### config.mk
export PLATFORM = sky130hd
export DESIGN_NAME = cvc_top
export DESIGN_NICKNAME = d
export VERILOG_FILES = /design/src/core/cvc_pkg.sv /design/src/core/cvc_adc_seq.sv /design/src/core/cvc_dac_bank.sv /design/src/core/cvc_top.sv
export SDC_FILE = /design/constraint.sdc
export NUM_CORES = 1
export LEC_CHECK = 0
export BUFFER_PORTS_ARGS = -buffer_cell sky130_fd_sc_hd__buf_2
export CORE_AREA = 2 2 150 152
export DETAILED_ROUTE_END_ITERATION = 8
export DIE_AREA = 0 0 152 154
export PLACE_DENSITY = 0.78
export SETUP_SLACK_MARGIN = 0.05
export SYNTH_ARGS = -nofsm -noshare
export SYNTH_HDL_FRONTEND = slang
export SYNTH_SLANG_ARGS = --single-unit
### constraint.sdc
create_clock -name core_clk_i -period 6.3 [get_ports core_clk_i]
set_clock_uncertainty 0.05 [all_clocks]
set_input_delay 0.945 -clock core_clk_i [delete_from_list [all_inputs] [get_ports core_clk_i]]
set_output_delay 0.945 -clock core_clk_i [all_outputs]
set_load 0.005 [all_outputs]
### src/core/cvc_pkg.sv
/*
 * Shared constants for the converter control register block: the register
 * offset, field positions, reset value and pulse timing.
 * Assumes a 25 MHz core clock and a 7-bit register address.
 */
package cvc_pkg;

	// ==========================================================
	// Register map
	localparam logic [6:0]  CVC_CTRL0_ADDR   = 7'h4c;
	localparam logic [15:0] CVC_CTRL0_RESET  = 16'h2000;
	localparam int          CVC_BIT_MODE     = 13;
	localparam int          CVC_BIT_TRIG     = 12;
	localparam int          CVC_BIT_LOAD     = 11;
	localparam int          CVC_BIT_REF      = 10;
	localparam int          CVC_BIT_ALARM    = 9;
	localparam logic        CVC_MODE_RESET   = 1'b1;

	// ==========================================================
	// Sizes
	localparam int CVC_ADC_CHANS = 16;
	localparam int CVC_DAC_CHANS = 12;
	localparam int CVC_DAC_BITS  = 12;

	// ==========================================================
	// Timing
	localparam int CVC_CLK_MHZ      = 25;
	localparam int CVC_DAV_PULSE_NS = 1000;
	localparam int CVC_DAV_PULSE_CYC = (CVC_DAV_PULSE_NS * CVC_CLK_MHZ + 999) / 1000;
	localparam logic [5:0] CVC_DAV_CNT_LOAD = 6'(CVC_DAV_PULSE_CYC);

	typedef enum logic [1:0] {
		CVC_SEQ_IDLE,
		CVC_SEQ_START,
		CVC_SEQ_WAIT
	} cvc_seq_state_t;

	// First enabled channel at or above the given index; bit 4 of the result is high if none.
	function automatic logic [4:0] cvc_next_chan(input logic [15:0] en, input logic [4:0] from);
		logic [4:0] res;
		res = 5'h10;
		for (int i = CVC_ADC_CHANS - 1; i >= 0; i--) begin
			if (en[i] && (5'(i) >= from)) begin
				res = 5'(i);
			end
		end
		return res;
	endfunction

endpackage

### src/core/cvc_adc_seq.sv
/*
 * ADC channel sequencer: walks the enabled channels once or repeatedly,
 * keeps the conversion-done flag and drives the data-available pin.
 * Assumes the converter answers each start with a one-cycle done pulse.
 */
`timescale 1ns/1ns
module cvc_adc_seq
	import cvc_pkg::*;
(
	input  wire logic        core_clk_i,       // Core clock.
	input  wire logic        sys_rst_i,        // Async reset, active high.
	input  wire logic        repeat_i,         // Continuous mode select.
	input  wire logic        go_i,             // Pending software trigger.
	input  wire logic [15:0] chan_en_i,        // Enabled input channels.
	input  wire logic        conv_done_i,      // Converter finished a channel.
	input  wire logic        flag_clr_i,       // Clear request for done flag.
	output logic             accept_o,         // Trigger taken, pulse.
	output logic             conv_start_o,     // Start one conversion, pulse.
	output logic [3:0]       conv_chan_o,      // Channel to convert.
	output logic             done_flag_o,      // Conversion-done flag.
	output logic             dav_n_o           // Data-available pin, active low.
);

	// ==========================================================
	// Sequencing
	cvc_seq_state_t state_q;
	logic [5:0]     pulse_q;
	logic [4:0]     first_c;
	logic [4:0]     next_c;
	logic           pass_end_c;
	logic           set_flag_c;
	logic           set_pulse_c;

	always_comb begin
		first_c     = cvc_next_chan(chan_en_i, 5'h00);
		next_c      = cvc_next_chan(chan_en_i, 5'({1'b0, conv_chan_o}) + 5'h01);
		pass_end_c  = (state_q == CVC_SEQ_WAIT) && conv_done_i && next_c[4];
		set_flag_c  = pass_end_c && !repeat_i;
		set_pulse_c = pass_end_c && repeat_i;
	end

	always_ff @(posedge core_clk_i or posedge sys_rst_i) begin
		if (sys_rst_i) begin
			state_q      <= CVC_SEQ_IDLE;
			conv_chan_o  <= 4'h0;
			conv_start_o <= 1'b0;
			accept_o     <= 1'b0;
		end else begin
			conv_start_o <= 1'b0;
			accept_o     <= 1'b0;
			case (state_q)
				CVC_SEQ_IDLE: begin
					if (go_i) begin
						accept_o <= 1'b1;
						if (!first_c[4]) begin
							conv_chan_o <= first_c[3:0];
							state_q     <= CVC_SEQ_START;
						end
					end
				end
				CVC_SEQ_START: begin
					conv_start_o <= 1'b1;
					state_q      <= CVC_SEQ_WAIT;
				end
				CVC_SEQ_WAIT: begin
					if (conv_done_i) begin
						if (!next_c[4]) begin
							conv_chan_o <= next_c[3:0];
							state_q     <= CVC_SEQ_START;
						end else if (repeat_i && !first_c[4]) begin
							conv_chan_o <= first_c[3:0];
							state_q     <= CVC_SEQ_START;
						end else begin
							state_q <= CVC_SEQ_IDLE;
						end
					end
				end
				default: begin
					state_q <= CVC_SEQ_IDLE;
				end
			endcase
		end
	end

	// ==========================================================
	// Done flag and pin
	// A new pass clears the flag, but a pass that ends in the same cycle wins.
	always_ff @(posedge core_clk_i or posedge sys_rst_i) begin
		if (sys_rst_i) begin
			done_flag_o <= 1'b0;
		end else if (set_flag_c) begin
			done_flag_o <= 1'b1;
		end else if (flag_clr_i || repeat_i || accept_o) begin
			done_flag_o <= 1'b0;
		end
	end

	always_ff @(posedge core_clk_i or posedge sys_rst_i) begin
		if (sys_rst_i) begin
			pulse_q <= 6'h00;
		end else if (set_pulse_c) begin
			pulse_q <= CVC_DAV_CNT_LOAD;
		end else if (pulse_q != 6'h00) begin
			pulse_q <= pulse_q - 6'h01;
		end
	end

	always_ff @(posedge core_clk_i or posedge sys_rst_i) begin
		if (sys_rst_i) begin
			dav_n_o <= 1'b1;
		end else begin
			dav_n_o <= !(set_flag_c || (done_flag_o && !flag_clr_i && !repeat_i && !accept_o)
				|| set_pulse_c || (pulse_q > 6'h01));
		end
	end

endmodule

### src/core/cvc_dac_bank.sv
/*
 * DAC latch bank: holds the code each DAC output shows and applies
 * asynchronous or synchronous updates.
 * Assumes data_wr_i pulses in the cycle the matching data value is valid.
 */
`timescale 1ns/1ns
module cvc_dac_bank
	import cvc_pkg::*;
(
	input  wire logic        core_clk_i,                  // Core clock.
	input  wire logic        sys_rst_i,                   // Async reset, active high.
	input  wire logic [11:0] data_i [CVC_DAC_CHANS],      // DAC data registers.
	input  wire logic [11:0] data_wr_i,                   // Data register written, pulse.
	input  wire logic [11:0] sync_sel_i,                  // Synchronous update select.
	input  wire logic        load_i,                      // Synchronous load strobe.
	output logic      [11:0] latch_o [CVC_DAC_CHANS]      // Latched output codes.
);

	// ==========================================================
	// Pending writes and latches
	logic [11:0] pend_q;

	// A write landing with the load still pends for the next strobe.
	always_ff @(posedge core_clk_i or posedge sys_rst_i) begin
		if (sys_rst_i) begin
			pend_q <= 12'h000;
		end else begin
			pend_q <= data_wr_i | (pend_q & ~(load_i ? sync_sel_i : 12'h000));
		end
	end

	always_ff @(posedge core_clk_i or posedge sys_rst_i) begin
		if (sys_rst_i) begin
			for (int i = 0; i < CVC_DAC_CHANS; i++) begin
				latch_o[i] <= 12'h000;
			end
		end else begin
			for (int i = 0; i < CVC_DAC_CHANS; i++) begin
				if (sync_sel_i[i]) begin
					if (load_i && pend_q[i]) begin
						latch_o[i] <= data_i[i];
					end
				end else if (data_wr_i[i]) begin
					latch_o[i] <= data_i[i];
				end
			end
		end
	end

endmodule

### src/core/cvc_top.sv
/*
 * Converter control register, bits 13 to 9, with the ADC sequencer and DAC
 * latch bank that it steers.
 * Assumes the serial port front end presents decoded single-cycle register
 * reads and writes on the reg_* ports, synchronous to core_clk_i.
 */
`timescale 1ns/1ns
module cvc_top
	import cvc_pkg::*;
(
	input  wire logic        core_clk_i,                       // Core clock, 25 MHz.
	input  wire logic        sys_rst_i,                        // Async reset, active high.
	input  wire logic        reg_wr_i,                         // Register write, pulse.
	input  wire logic        reg_rd_i,                         // Register read, pulse.
	input  wire logic [6:0]  reg_addr_i,                       // Register address.
	input  wire logic [15:0] reg_wdata_i,                      // Write data.
	output logic      [15:0] reg_rdata_o,                      // Read data, held.
	input  wire logic [15:0] adc_chan_en_i,                    // Enabled ADC channels.
	input  wire logic        adc_conv_done_i,                  // Converter done, pulse.
	input  wire logic        done_flag_clr_i,                  // Flag clear, pulse.
	output logic             adc_conv_start_o,                 // Start conversion, pulse.
	output logic      [3:0]  adc_conv_chan_o,                  // Channel to convert.
	output logic             conversion_done_flag_o,           // Done flag.
	output logic             data_available_pin_n_o,           // Data available, low active.
	input  wire logic [11:0] dac_data_i [CVC_DAC_CHANS],       // DAC data registers.
	input  wire logic [11:0] dac_data_wr_i,                    // DAC data written, pulse.
	input  wire logic [11:0] dac_sync_update_select_i,         // Per-channel sync select.
	output logic      [11:0] dac_latch_o [CVC_DAC_CHANS],      // DAC output codes.
	output logic             adc_ref_internal_o,               // Internal reference on.
	output logic             alarm_pin_enable_o                // Alarm pin enabled.
);

	// ==========================================================
	// Control register
	logic conversion_repeat_select_q;
	logic soft_convert_trigger_q;
	logic sync_dac_load_strobe_q;
	logic adc_ref_int_q;
	logic alarm_en_q;
	logic ctrl_wr_c;
	logic accept_c;

	assign ctrl_wr_c = reg_wr_i && (reg_addr_i == CVC_CTRL0_ADDR);

	always_ff @(posedge core_clk_i or posedge sys_rst_i) begin
		if (sys_rst_i) begin
			conversion_repeat_select_q <= CVC_MODE_RESET;
			adc_ref_int_q              <= 1'b0;
			alarm_en_q                 <= 1'b0;
		end else if (ctrl_wr_c) begin
			conversion_repeat_select_q <= reg_wdata_i[CVC_BIT_MODE];
			adc_ref_int_q              <= reg_wdata_i[CVC_BIT_REF];
			alarm_en_q                 <= reg_wdata_i[CVC_BIT_ALARM];
		end
	end

	// A fresh write of one wins over the self-clear in the same cycle.
	always_ff @(posedge core_clk_i or posedge sys_rst_i) begin
		if (sys_rst_i) begin
			soft_convert_trigger_q <= 1'b0;
		end else if (ctrl_wr_c && reg_wdata_i[CVC_BIT_TRIG]) begin
			soft_convert_trigger_q <= 1'b1;
		end else if (accept_c) begin
			soft_convert_trigger_q <= 1'b0;
		end
	end

	// The strobe lives one cycle: that cycle loads the latches.
	always_ff @(posedge core_clk_i or posedge sys_rst_i) begin
		if (sys_rst_i) begin
			sync_dac_load_strobe_q <= 1'b0;
		end else if (ctrl_wr_c && reg_wdata_i[CVC_BIT_LOAD]) begin
			sync_dac_load_strobe_q <= 1'b1;
		end else begin
			sync_dac_load_strobe_q <= 1'b0;
		end
	end

	// ==========================================================
	// Read back and pin outputs
	always_ff @(posedge core_clk_i or posedge sys_rst_i) begin
		if (sys_rst_i) begin
			reg_rdata_o <= 16'h0000;
		end else if (reg_rd_i) begin
			reg_rdata_o <= 16'h0000;
			if (reg_addr_i == CVC_CTRL0_ADDR) begin
				reg_rdata_o[CVC_BIT_MODE]  <= conversion_repeat_select_q;
				reg_rdata_o[CVC_BIT_TRIG]  <= soft_convert_trigger_q;
				reg_rdata_o[CVC_BIT_LOAD]  <= sync_dac_load_strobe_q;
				reg_rdata_o[CVC_BIT_REF]   <= adc_ref_int_q;
				reg_rdata_o[CVC_BIT_ALARM] <= alarm_en_q;
			end
		end
	end

	always_ff @(posedge core_clk_i or posedge sys_rst_i) begin
		if (sys_rst_i) begin
			adc_ref_internal_o <= 1'b0;
			alarm_pin_enable_o <= 1'b0;
		end else begin
			adc_ref_internal_o <= adc_ref_int_q;
			alarm_pin_enable_o <= alarm_en_q;
		end
	end

	// ==========================================================
	// Sub-blocks
	cvc_adc_seq u_seq (
		.core_clk_i   (core_clk_i),
		.sys_rst_i    (sys_rst_i),
		.repeat_i     (conversion_repeat_select_q),
		.go_i         (soft_convert_trigger_q),
		.chan_en_i    (adc_chan_en_i),
		.conv_done_i  (adc_conv_done_i),
		.flag_clr_i   (done_flag_clr_i),
		.accept_o     (accept_c),
		.conv_start_o (adc_conv_start_o),
		.conv_chan_o  (adc_conv_chan_o),
		.done_flag_o  (conversion_done_flag_o),
		.dav_n_o      (data_available_pin_n_o)
	);

	cvc_dac_bank u_dac (
		.core_clk_i (core_clk_i),
		.sys_rst_i  (sys_rst_i),
		.data_i     (dac_data_i),
		.data_wr_i  (dac_data_wr_i),
		.sync_sel_i (dac_sync_update_select_i),
		.load_i     (sync_dac_load_strobe_q),
		.latch_o    (dac_latch_o)
	);

endmodule

* Yosys cells after proc, flatten, opt, wreduce, memory -nomap -nowiden
Cells that the tools add are included.
** Word-level totals
- Register bits after elaboration :: 184
- Output and inout bits :: 169
- Logic and storage cells :: 242
** Operators by class
- $add $sub $neg :: 2
- Order comparisons :: 17
- Equality and inequality tests :: 19
- Muxes and demuxes :: 92
- Bitwise logic cells :: 3
- Reduce and logical (&&, ||, !) cells :: 81
** Operator list (number)
- $mux 12 :: 37
- $mux 5 :: 33
- $ge 4x5->1 const A :: 8
- $logic_and 1x1->1 :: 39
- $reduce_bool 2->1 :: 16
- $ne 2x1->1 const B :: 12
- $reduce_and 2->1 :: 12
- $ge 3x5->1 const A :: 4
- $mux 4 :: 5
- $and 12x12->12 :: 1
- $mux 6 :: 2
- $not 12->12 :: 1
- $or 12x12->12 :: 1
- $ge 1x5->1 const A :: 2
- $ge 2x5->1 const A :: 2
- $mux 1 :: 9
- $mux 2 :: 4
- $pmux 4 s2 :: 1
- $eq 7x7->1 const B :: 1
- $gt 6x1->1 const B :: 1
- $ne 2x2->1 const B :: 3
- $pmux 2 s3 :: 1
- $reduce_bool 6->1 :: 1
- $sub 6x1->6 const B :: 1
- other kinds (9) :: 17

* Logic depth before layout (Yosys ltp)
Gate-level depths: netlist of the first run.
- Depth in word-level cells :: 25
- Depth in mapped cells :: 11

* Cells and area by module
A second synthesis of the first run with hierarchy kept.
** Unflattened totals
- Cell total of the unflattened synthesis :: 662
- Area total of the unflattened synthesis :: 8858.5 um^2
** Modules (own cells, without submodules)
- cvc_dac_bank :: instances 1, cells an instance 363, area each 6323.6 um^2
- cvc_adc_seq :: instances 1, cells an instance 247, area each 1969.4 um^2
- cvc_top :: instances 1, cells an instance 52, area each 565.5 um^2

* Worst setup path before layout of the first run
OpenSTA, ideal clock, no wires.
- Kind :: reg-to-reg
- Start point :: register u_seq.conv_chan_o[0]
- End point :: register u_seq.conv_chan_o[3]
- Setup time :: 0.120 ns
- Arrival :: 2.718 ns
- Required time :: 6.130 ns
- Path slack :: 3.412 ns
- Stages on the path, launching flop included :: 12
- Path buffers :: 1
- Path through :: dfrtp_1 > buf_2 > inv_1 > ha_1 > or3b_4 > a22oi_2 > o22ai_2 > a221oi_4 > nand4_4 > o2bb2ai_4 > or3_1 > o21ai_2
** Between the ends
- Cells in the longest elaborated chain, start to end :: 22
** RTL lines
- start: declaration :: RTL line cvc_adc_seq.sv:19 : output logic [3:0] conv_chan_o,
- start signal: assignment :: RTL line cvc_adc_seq.sv:56 : conv_chan_o <= first_c[3:0];
- start signal: assignment :: RTL line cvc_adc_seq.sv:68 : conv_chan_o <= next_c[3:0];
- start signal: assignment :: RTL line cvc_adc_seq.sv:71 : conv_chan_o <= first_c[3:0];
- $add 4x1->5 * :: RTL line cvc_adc_seq.sv:36 : next_c = cvc_next_chan(chan_en_i, 5'({1'b0, conv_chan_o}) + 5'h01);
- $ge 4x5->1 :: RTL line cvc_pkg.sv:43 : if (en[i] && (5'(i) >= from)) begin
- $logic_and 1x1->1 :: RTL line cvc_pkg.sv:43
- $mux 5 (15 in a row) :: RTL line cvc_pkg.sv:43
- $mux 5 * :: RTL line cvc_pkg.sv:43
- $mux 4 :: RTL line cvc_adc_seq.sv:67 : if (!next_c[4]) begin
- $mux 4 :: RTL line cvc_adc_seq.sv:66 : if (conv_done_i) begin
- $pmux 4 s2 :: RTL line cvc_adc_seq.sv:51 : case (state_q)
Mark *: on every way between the ends. The rest lies on a longest branch, timed or not. The select of a mux whose other input is x is not followed.
A chain may end at the register's enable or synchronous reset.

* Final worst setup path of the first run
Ends and elaborated chain as after synthesis.

==> metrics.txt, run 1 <==
Hold Path Class reg2reg; Post-Place Cells roughly 1300; H-tree levels 4; total chip power 3.58 mW; EDFF count, synth 0; Yosys cell types between 60 and 70; crit path time final ~3.4 ns; later-pin clock latency in the skew report between 0.4 and 0.5 ns; Post-Syn Instances ~630; Setup Buffers After CTS 0; worst flop-to-flop path endpoint u_seq.conv_chan_o[3]; CP required 6.55 ns; max-cap viol count 0; Yosys reg bits roughly 180; # hold bufs at CTS 0; Layout area overhead 33.1%; PD cells 330 nW/um^2; setup tns final 0 ns; initial antenna violation count 0; Fmax achieved around 0.30 GHz; Leakage Power ~5.1 nW; Via-to-Cell Ratio 4.95; Setup CP Type reg2reg; final setup fails 0; CTS-repair resized insts 0; WP data arrival approximately 3.6 ns; clock power share 0.292; ANT nets after route 0; Post-synth ARST share 1.00; Max-slew headroom 0.182; outcome completed; total routed wirelength between 20000 and 25000 microns; sequential-to-total area share from yosys stat 0.566; hold_sp adc_ref_int_q; Post-DP HPWL 17100 microns; mean post-synth cell area roughly 13 sq um; Ant. Diodes 0; TritonCTS Sinks ~180; input/output buffers roughly 360; Cell Rows 54; hold-critical path depth 0; layout cells sized above 1 0.567; RSZ-0062 raised after global routing false; nets@finish 1214; switching pwr 1.19 mW; total number of yosys warnings 0; CTS Buf Count 17; combinational fraction of design power 0.283; initial core utilization 0.375; DRC 0; Final Cycle Share 0.534; CTS clk-pin slew, worst paths ~0.07 ns; total gr overflow 0; Tot GR Track Use 0.186; First-pass DRT Iterations 5; Ports about 380; Worst Hold Endpoint adc_ref_internal_o; Post-synth top flop dfrtp_1; area of the core roughly 22000 sq um; FF-to-FF Start u_seq.conv_chan_o[0]; Worst Tran Pin Value roughly 1.2 ns; Final Wtd Congestion around 0.91; CTS tree built; worst reg2reg setup slack approximately 3 ns; path depth of the worst reg2reg path 9; Reg power frac 0.424; fin cells approximately 1300; Iteration-0 DRC Markers 351; routed len/inst 17.2 microns; die width ~150 microns; Internal around 2.4 mW; first-pass GRT wire length around 35000 microns; die height about 150 microns; Critical Path Sink Type flop; largest net degree at the start of global routing between 100 and 150; via count around 6400; Net Sw Frac 0.332; final hold viol count 0; Root Buffer clkbuf_16; Max Fanout on Critical Path 15; Fill cells 1954; die footprint roughly 23000 sq um; Max clock buf depth 2; crit path launch type flop; Max Slew Vio Count 0; vias in the first global route 6528; worst vdd ir 0.149 mV; Mapped Area approximately 8000 sq um
-- routing by layer --
layer	global-route usage	share of wire	up-vias
met1	0.234	0.41	3122
li1	-	-	2968
met3	0.0375	0.053	25
met5	0	0	-
met4	0.0547	0.017	0
met2	0.326	0.52	263
-- cells by family (layout without fill, tap and decap cells) --
group,count (synthesis),count (layout),synth area share
DFF,184,184,0.566
AOI/OAI and AO/OA,103,103,0.0993
and+or+nand+nor,129,129,0.0851
muxes,147,147,0.203
buffers and inverters,54,423,0.0315
adders and majority gates,6,6,0.00922
xor gates and xnor gates,5,5,0.00538
other,1,11,0.000461
-- power groups by stage --
stage	registers, mW	logic, mW	clock network, mW
2_1_floorplan	1.50	0.672	0
3_5_place_dp	1.54	1.01	0
5_1_grt	1.55	1.12	1.12
3_3_place_gp	1.53	0.989	0
6_report	1.52	1.01	1.05
4_1_cts	1.52	1.01	1.08
-- stage by stage --
step	instance area, sq um	util	setup slack [ns]	hold WS (ns)
floorplan	8180	-	0.308	0.319
global placement	10300	0.473	3.01	0.339
detailed placement	10300	0.473	3.00	0.347
CTS	10800	0.500	2.97	0.362
global route	10800	0.500	2.66	0.373
finish	10800	0.500	2.93	0.365
-- area by class of cell --
| class | count | area [sq um] | share of cell area |
|---|---|---|---|
| Sequential cell | 184 | 4610 | 0.425 |
| Inverter | 21 | 86.3 | 0.00797 |
| Clock inverter | 14 | 154 | 0.0142 |
| Clock buffer | 18 | 429 | 0.0396 |
| Multi-Input combinational cell | 401 | 3330 | 0.307 |
| Tap cell | 280 | 350 | 0.0323 |
| Timing Repair Buffer | 370 | 1880 | 0.173 |
-- registers in the layout (all words and copies together) (netlist names) --
register                    flops
adc_ref_int_q                   1
u_seq.state_q                   2
u_seq.done_flag_o               1
conversion_repeat_select_q      1
u_dac.pend_q                   12
alarm_en_q                      1
u_seq.accept_o                  1
u_dac.latch_o                 144
reg_rdata_o                     5
u_seq.conv_chan_o               4
u_seq.dav_n_o                   1
u_seq.conv_start_o              1
u_seq.pulse_q                   6
adc_ref_internal_o              1
soft_convert_trigger_q          1
alarm_pin_enable_o              1
sync_dac_load_strobe_q          1
-- layout by cell type (no fill, tap or decap), types with 3 or more instances in the layout --
master	instances
o21bai_1	3
nor3_1	8
and3_1	3
ha_1	6
nand2b_1	5
clkinv_8	4
nor2b_1	19
buf_2	359
xnor2_1	5
nand3_1	12
a21o_1	12
buf_4	11
clkbuf_16	17
conb_1	11
nor2_1	20
dfrtp_1	182
or3_1	5
a22oi_2	3
inv_1	19
a31oi_1	13
and2_1	4
o31ai_1	4
nand2_1	34
nor4_1	4
inv_6	5
o21ai_0	15
mux2_2	147
a21oi_1	14
inv_8	3
-- Yosys cell counts (5+ instances only) --
library cell  instances  area [sq um]
a21o_1               12          90.1
nor2b_1              19           119
a31oi_1              15          93.8
dfrtp_1             182          4550
mux2_2              147          1660
nor2_1               20          75.1
inv_1                20          75.1
nand2b_1              5          31.3
xnor2_1               5          43.8
nand2_1              34           128
or3_1                 5          31.3
nor3_1                8          40.0
buf_4                13          97.6
a21oi_1              14          70.1
nand3_1              12          60.1
ha_1                  6          75.1
o21ai_0              15          75.1
clkbuf_1             14          52.6
-- critical path: stages (launching register included) --
cell and delay, ns:
dfrtp_1 0.64, ha_1 0.55, nand2b_1 0.32, o22ai_2 0.22, a211o_1 0.34, a211oi_2 0.40
nand4_4 0.19, o2bb2ai_4 0.31, or3_1 0.17, o21ai_2 0.05
-- how the worst max path moves through the flow --
stage	end	slack, ns	cells after the start	start
finish	u_seq.conv_chan_o[3]	2.93	9	u_seq.conv_chan_o[0]
global route	u_seq.conv_chan_o[3]	2.66	9	u_seq.conv_chan_o[0]
CTS	u_seq.conv_chan_o[3]	2.97	9	u_seq.conv_chan_o[0]
detailed placement	u_seq.conv_chan_o[3]	3.00	9	u_seq.conv_chan_o[0]
global placement	u_seq.conv_chan_o[3]	3.01	9	u_seq.conv_chan_o[0]
floorplan	adc_ref_int_q	0.31	1	sys_rst_i
No activity file was read; power rests on OpenSTA's default activity.
==> inputs of run 2 (changes only) <==
==> constraint.sdc (replaced) <==
create_clock -name core_clk_i -period 3.03 [get_ports core_clk_i]
set_clock_uncertainty 0.05 [all_clocks]
set_input_delay 0.4545 -clock core_clk_i [delete_from_list [all_inputs] [get_ports core_clk_i]]
set_output_delay 0.4545 -clock core_clk_i [all_outputs]
set_load 0.005 [all_outputs]
==> run 2 against run 1 <==
  * Die area unchanged
  * Global-route usage increased by 0.75 points
  * Clock power grew 110%
  * Wire length is 2.8% higher
  * Critical endpoint unchanged
  * Largest cell class unchanged
  * Largest power group unchanged
==> metrics.txt, run 2 (synthesis results as in run 1) <==
Post-DP HPWL 18000 microns (+5.1%); ANT nets after route 0 (unchanged); Reg power frac 0.404 (-0.020); CP cell instances ha_1 -> and2_1 -> a31o_2 -> a211o_1 -> a211oi_2 -> buf_4 -> nand4_4 -> o2bb2ai_4 -> or3_1 -> o21ai_2; path depth of the worst reg2reg path 10 (+1); Max Slew Vio Count 0 (unchanged); vias in the first global route 6596 (+1.0%); crit path time final 2.80 ns (-0.562 ns); max incr delay on CP 0.41 ns (-0.23 ns); max FFs per register 144 (unchanged); Leakage Power 5.23 nW (+1.8%); RSZ-0062 raised after global routing false; initial antenna violation count 4 (+4); later-pin clock latency in the skew report 0.42 ns (about the same); Fmax achieved 0.357 GHz (+20%); CP required 3.29 ns (-3.26 ns); Max-slew headroom 0.366 (+0.184); Root Buffer clkbuf_16; Tot GR Track Use 0.194 (+0.00751); die width 152 microns (unchanged); worst reg2reg setup slack 0.23 ns (-2.71 ns); Ports 382 (unchanged); layout cells sized above 1 0.575 (+0.00759); initial core utilization 0.375 (unchanged); Layout area overhead 35.3%; Max Fanout on Critical Path 10 (-5); Net Sw Frac 0.332 (about the same); worst flop-to-flop path endpoint u_seq.conv_chan_o[3]; FF-to-FF Start u_seq.conv_chan_o[0]; final hold viol count 0 (unchanged); Via-to-Cell Ratio 4.94 (-0.20%); Internal 5.09 mW (+110%); # hold bufs at CTS 0 (unchanged); fin cells 1311 (+1.8%); die footprint 23400 sq um (unchanged); clock power share 0.289 (-0.003); H-tree levels 4 (unchanged); crit path launch type flop; setup tns final 0 ns (unchanged); Hold Path Class in2async; Post-Place Cells 1274 (+1.4%); CTS tree built; switching pwr 2.53 mW (+110%); DRC 0 (unchanged); max-cap viol count 0 (unchanged); outcome completed; Final Cycle Share 0.925 (+0.391); Worst Tran Pin Value 0.951 ns (-0.270 ns); final setup fails 0 (unchanged); via count 6479 (+1.6%); commonest non-fill, non-tap cell in the layout buf_2; Cell Rows 54 (unchanged); Final Wtd Congestion 0.966 (+5.9%); CTS clk-pin slew, worst paths 0.08 ns (about the same); Critical Path Sink Type flop; WP data arrival 3.06 ns (-0.56 ns); PD cells 692 nW/um^2 (+110%); critical path's top delay family compound AO/OA/AOI/OAI gates; largest net degree at the start of global routing 81 (-32%); Max clock buf depth 2 (unchanged); total routed wirelength 22800 microns (+2.8%); combinational fraction of design power 0.306 (+0.023); slowest CP cell dfrtp_1; registers with the most flip-flops u_dac.latch_o x144, u_dac.pend_q x12, u_seq.pulse_q x6; first-pass GRT wire length 36100 microns (+3.5%); nets@finish 1232 (+1.5%); Top reg by flops u_dac.latch_o; WP buf/inv 1 (+1); most frequent cells in the layout 359 x buf_2, 182 x dfrtp_1, 147 x mux2_2, 34 x nand2_1, 27 x buf_4; area of the core 21700 sq um (unchanged); input/output buffers 359 (unchanged); die height 154 microns (unchanged); worst vdd ir 0.351 mV (+140%); Iteration-0 DRC Markers 276 (-21%); CTS Buf Count 17 (unchanged); TritonCTS Sinks 184 (unchanged); total gr overflow 0 (unchanged); Setup CP Type reg2reg; routed len/inst 17.4 microns (+0.95%); fin util 0.508 (+0.00837); Critical Path Start u_seq.conv_chan_o[0]; First-pass DRT Iterations 5 (unchanged)
-- run 2: cell count changes in the layout (fill, tap and decap cells not counted) --
| cell | before | now |
|---|---|---|
| nor3_4 | 0 | 1 |
| inv_6 | 5 | 4 |
| buf_4 | 11 | 27 |
| nor3_2 | 1 | 0 |
| inv_8 | 3 | 2 |
| clkinv_4 | 2 | 1 |
| clkinvlp_4 | 0 | 2 |
| diode_2 | 0 | 5 |
| buf_12 | 0 | 2 |
| clkinv_8 | 4 | 5 |
-- run 2: timing repair --
action,4_1_cts,5_1_grt
endpoints found under the hold margin,0,0
setup endpoints to repair,0,2
gates resized for setup,0,1
buffers inserted,0,0
-- run 2: worst max-delay path by stage --
| stage | end | slack, ns | cells after the start |
|---|---|---|---|
| after CTS | u_seq.conv_chan_o[3] | 0.22 | 9 |
| after floorplan | u_seq.conv_chan_o[3] | 0.14 | 11 |
| after detailed placement | u_seq.conv_chan_o[3] | 0.24 | 9 |
| after global placement | u_seq.conv_chan_o[3] | 0.26 | 9 |
| after global routing | u_seq.conv_chan_o[3] | 0.07 | 10 |
| final | u_seq.conv_chan_o[3] | 0.23 | 10 |
-- run 2: worst register-to-register path, stage by stage, from the launching register on --
cell and delay, ns:
dfrtp_1 0.41, ha_1 0.32, and2_1 0.26, a31o_2 0.27
a211o_1 0.34, a211oi_2 0.22, buf_4 0.17, nand4_4 0.15
o2bb2ai_4 0.30, or3_1 0.17, o21ai_2 0.05
-- run 2: per-layer routing --
layer,GRT usage,wire [microns],vias to the layer above
met5,0,0,-
met2,0.335,11800,269
met4,0.0739,548,0
met3,0.0364,1260,33
li1,-,-,3013
met1,0.242,9190,3164
-- run 2: power by group through the flow --
stage,Clock [mW],Sequential (mW),Combinational (mW)
detailed placement,0,3.13,2.33
finish,2.21,3.08,2.34
global route,2.37,3.14,2.56
global placement,0,3.10,2.30
CTS,2.27,3.08,2.34
floorplan,0,3.11,1.40
-- run 2: area by class of cell --
cell class / instances / area (sq um)
Tap cell: 280 / 350
Sequential cell: 184 / 4610
Clock buffer: 18 / 429
Multi-Input combinational cell: 401 / 3340
Inverter: 21 / 82.6
Timing Repair Buffer: 388 / 2040
Clock inverter: 14 / 160
Fill cell: 1953 / 10700
Antenna cell: 5 / 12.5
-- run 2: metrics by stage --
stage	power (mW)	instance area, sq um	setup slack (ns)	hold WS, ns
6_report	7.62	11000	0.227	0.0673
5_1_grt	8.06	11000	0.0738	0.0941
4_1_cts	7.69	11000	0.217	0.0700
3_5_place_dp	5.45	10400	0.237	0.342
3_3_place_gp	5.40	10400	0.263	0.339
2_1_floorplan	4.51	8180	0.142	0.319
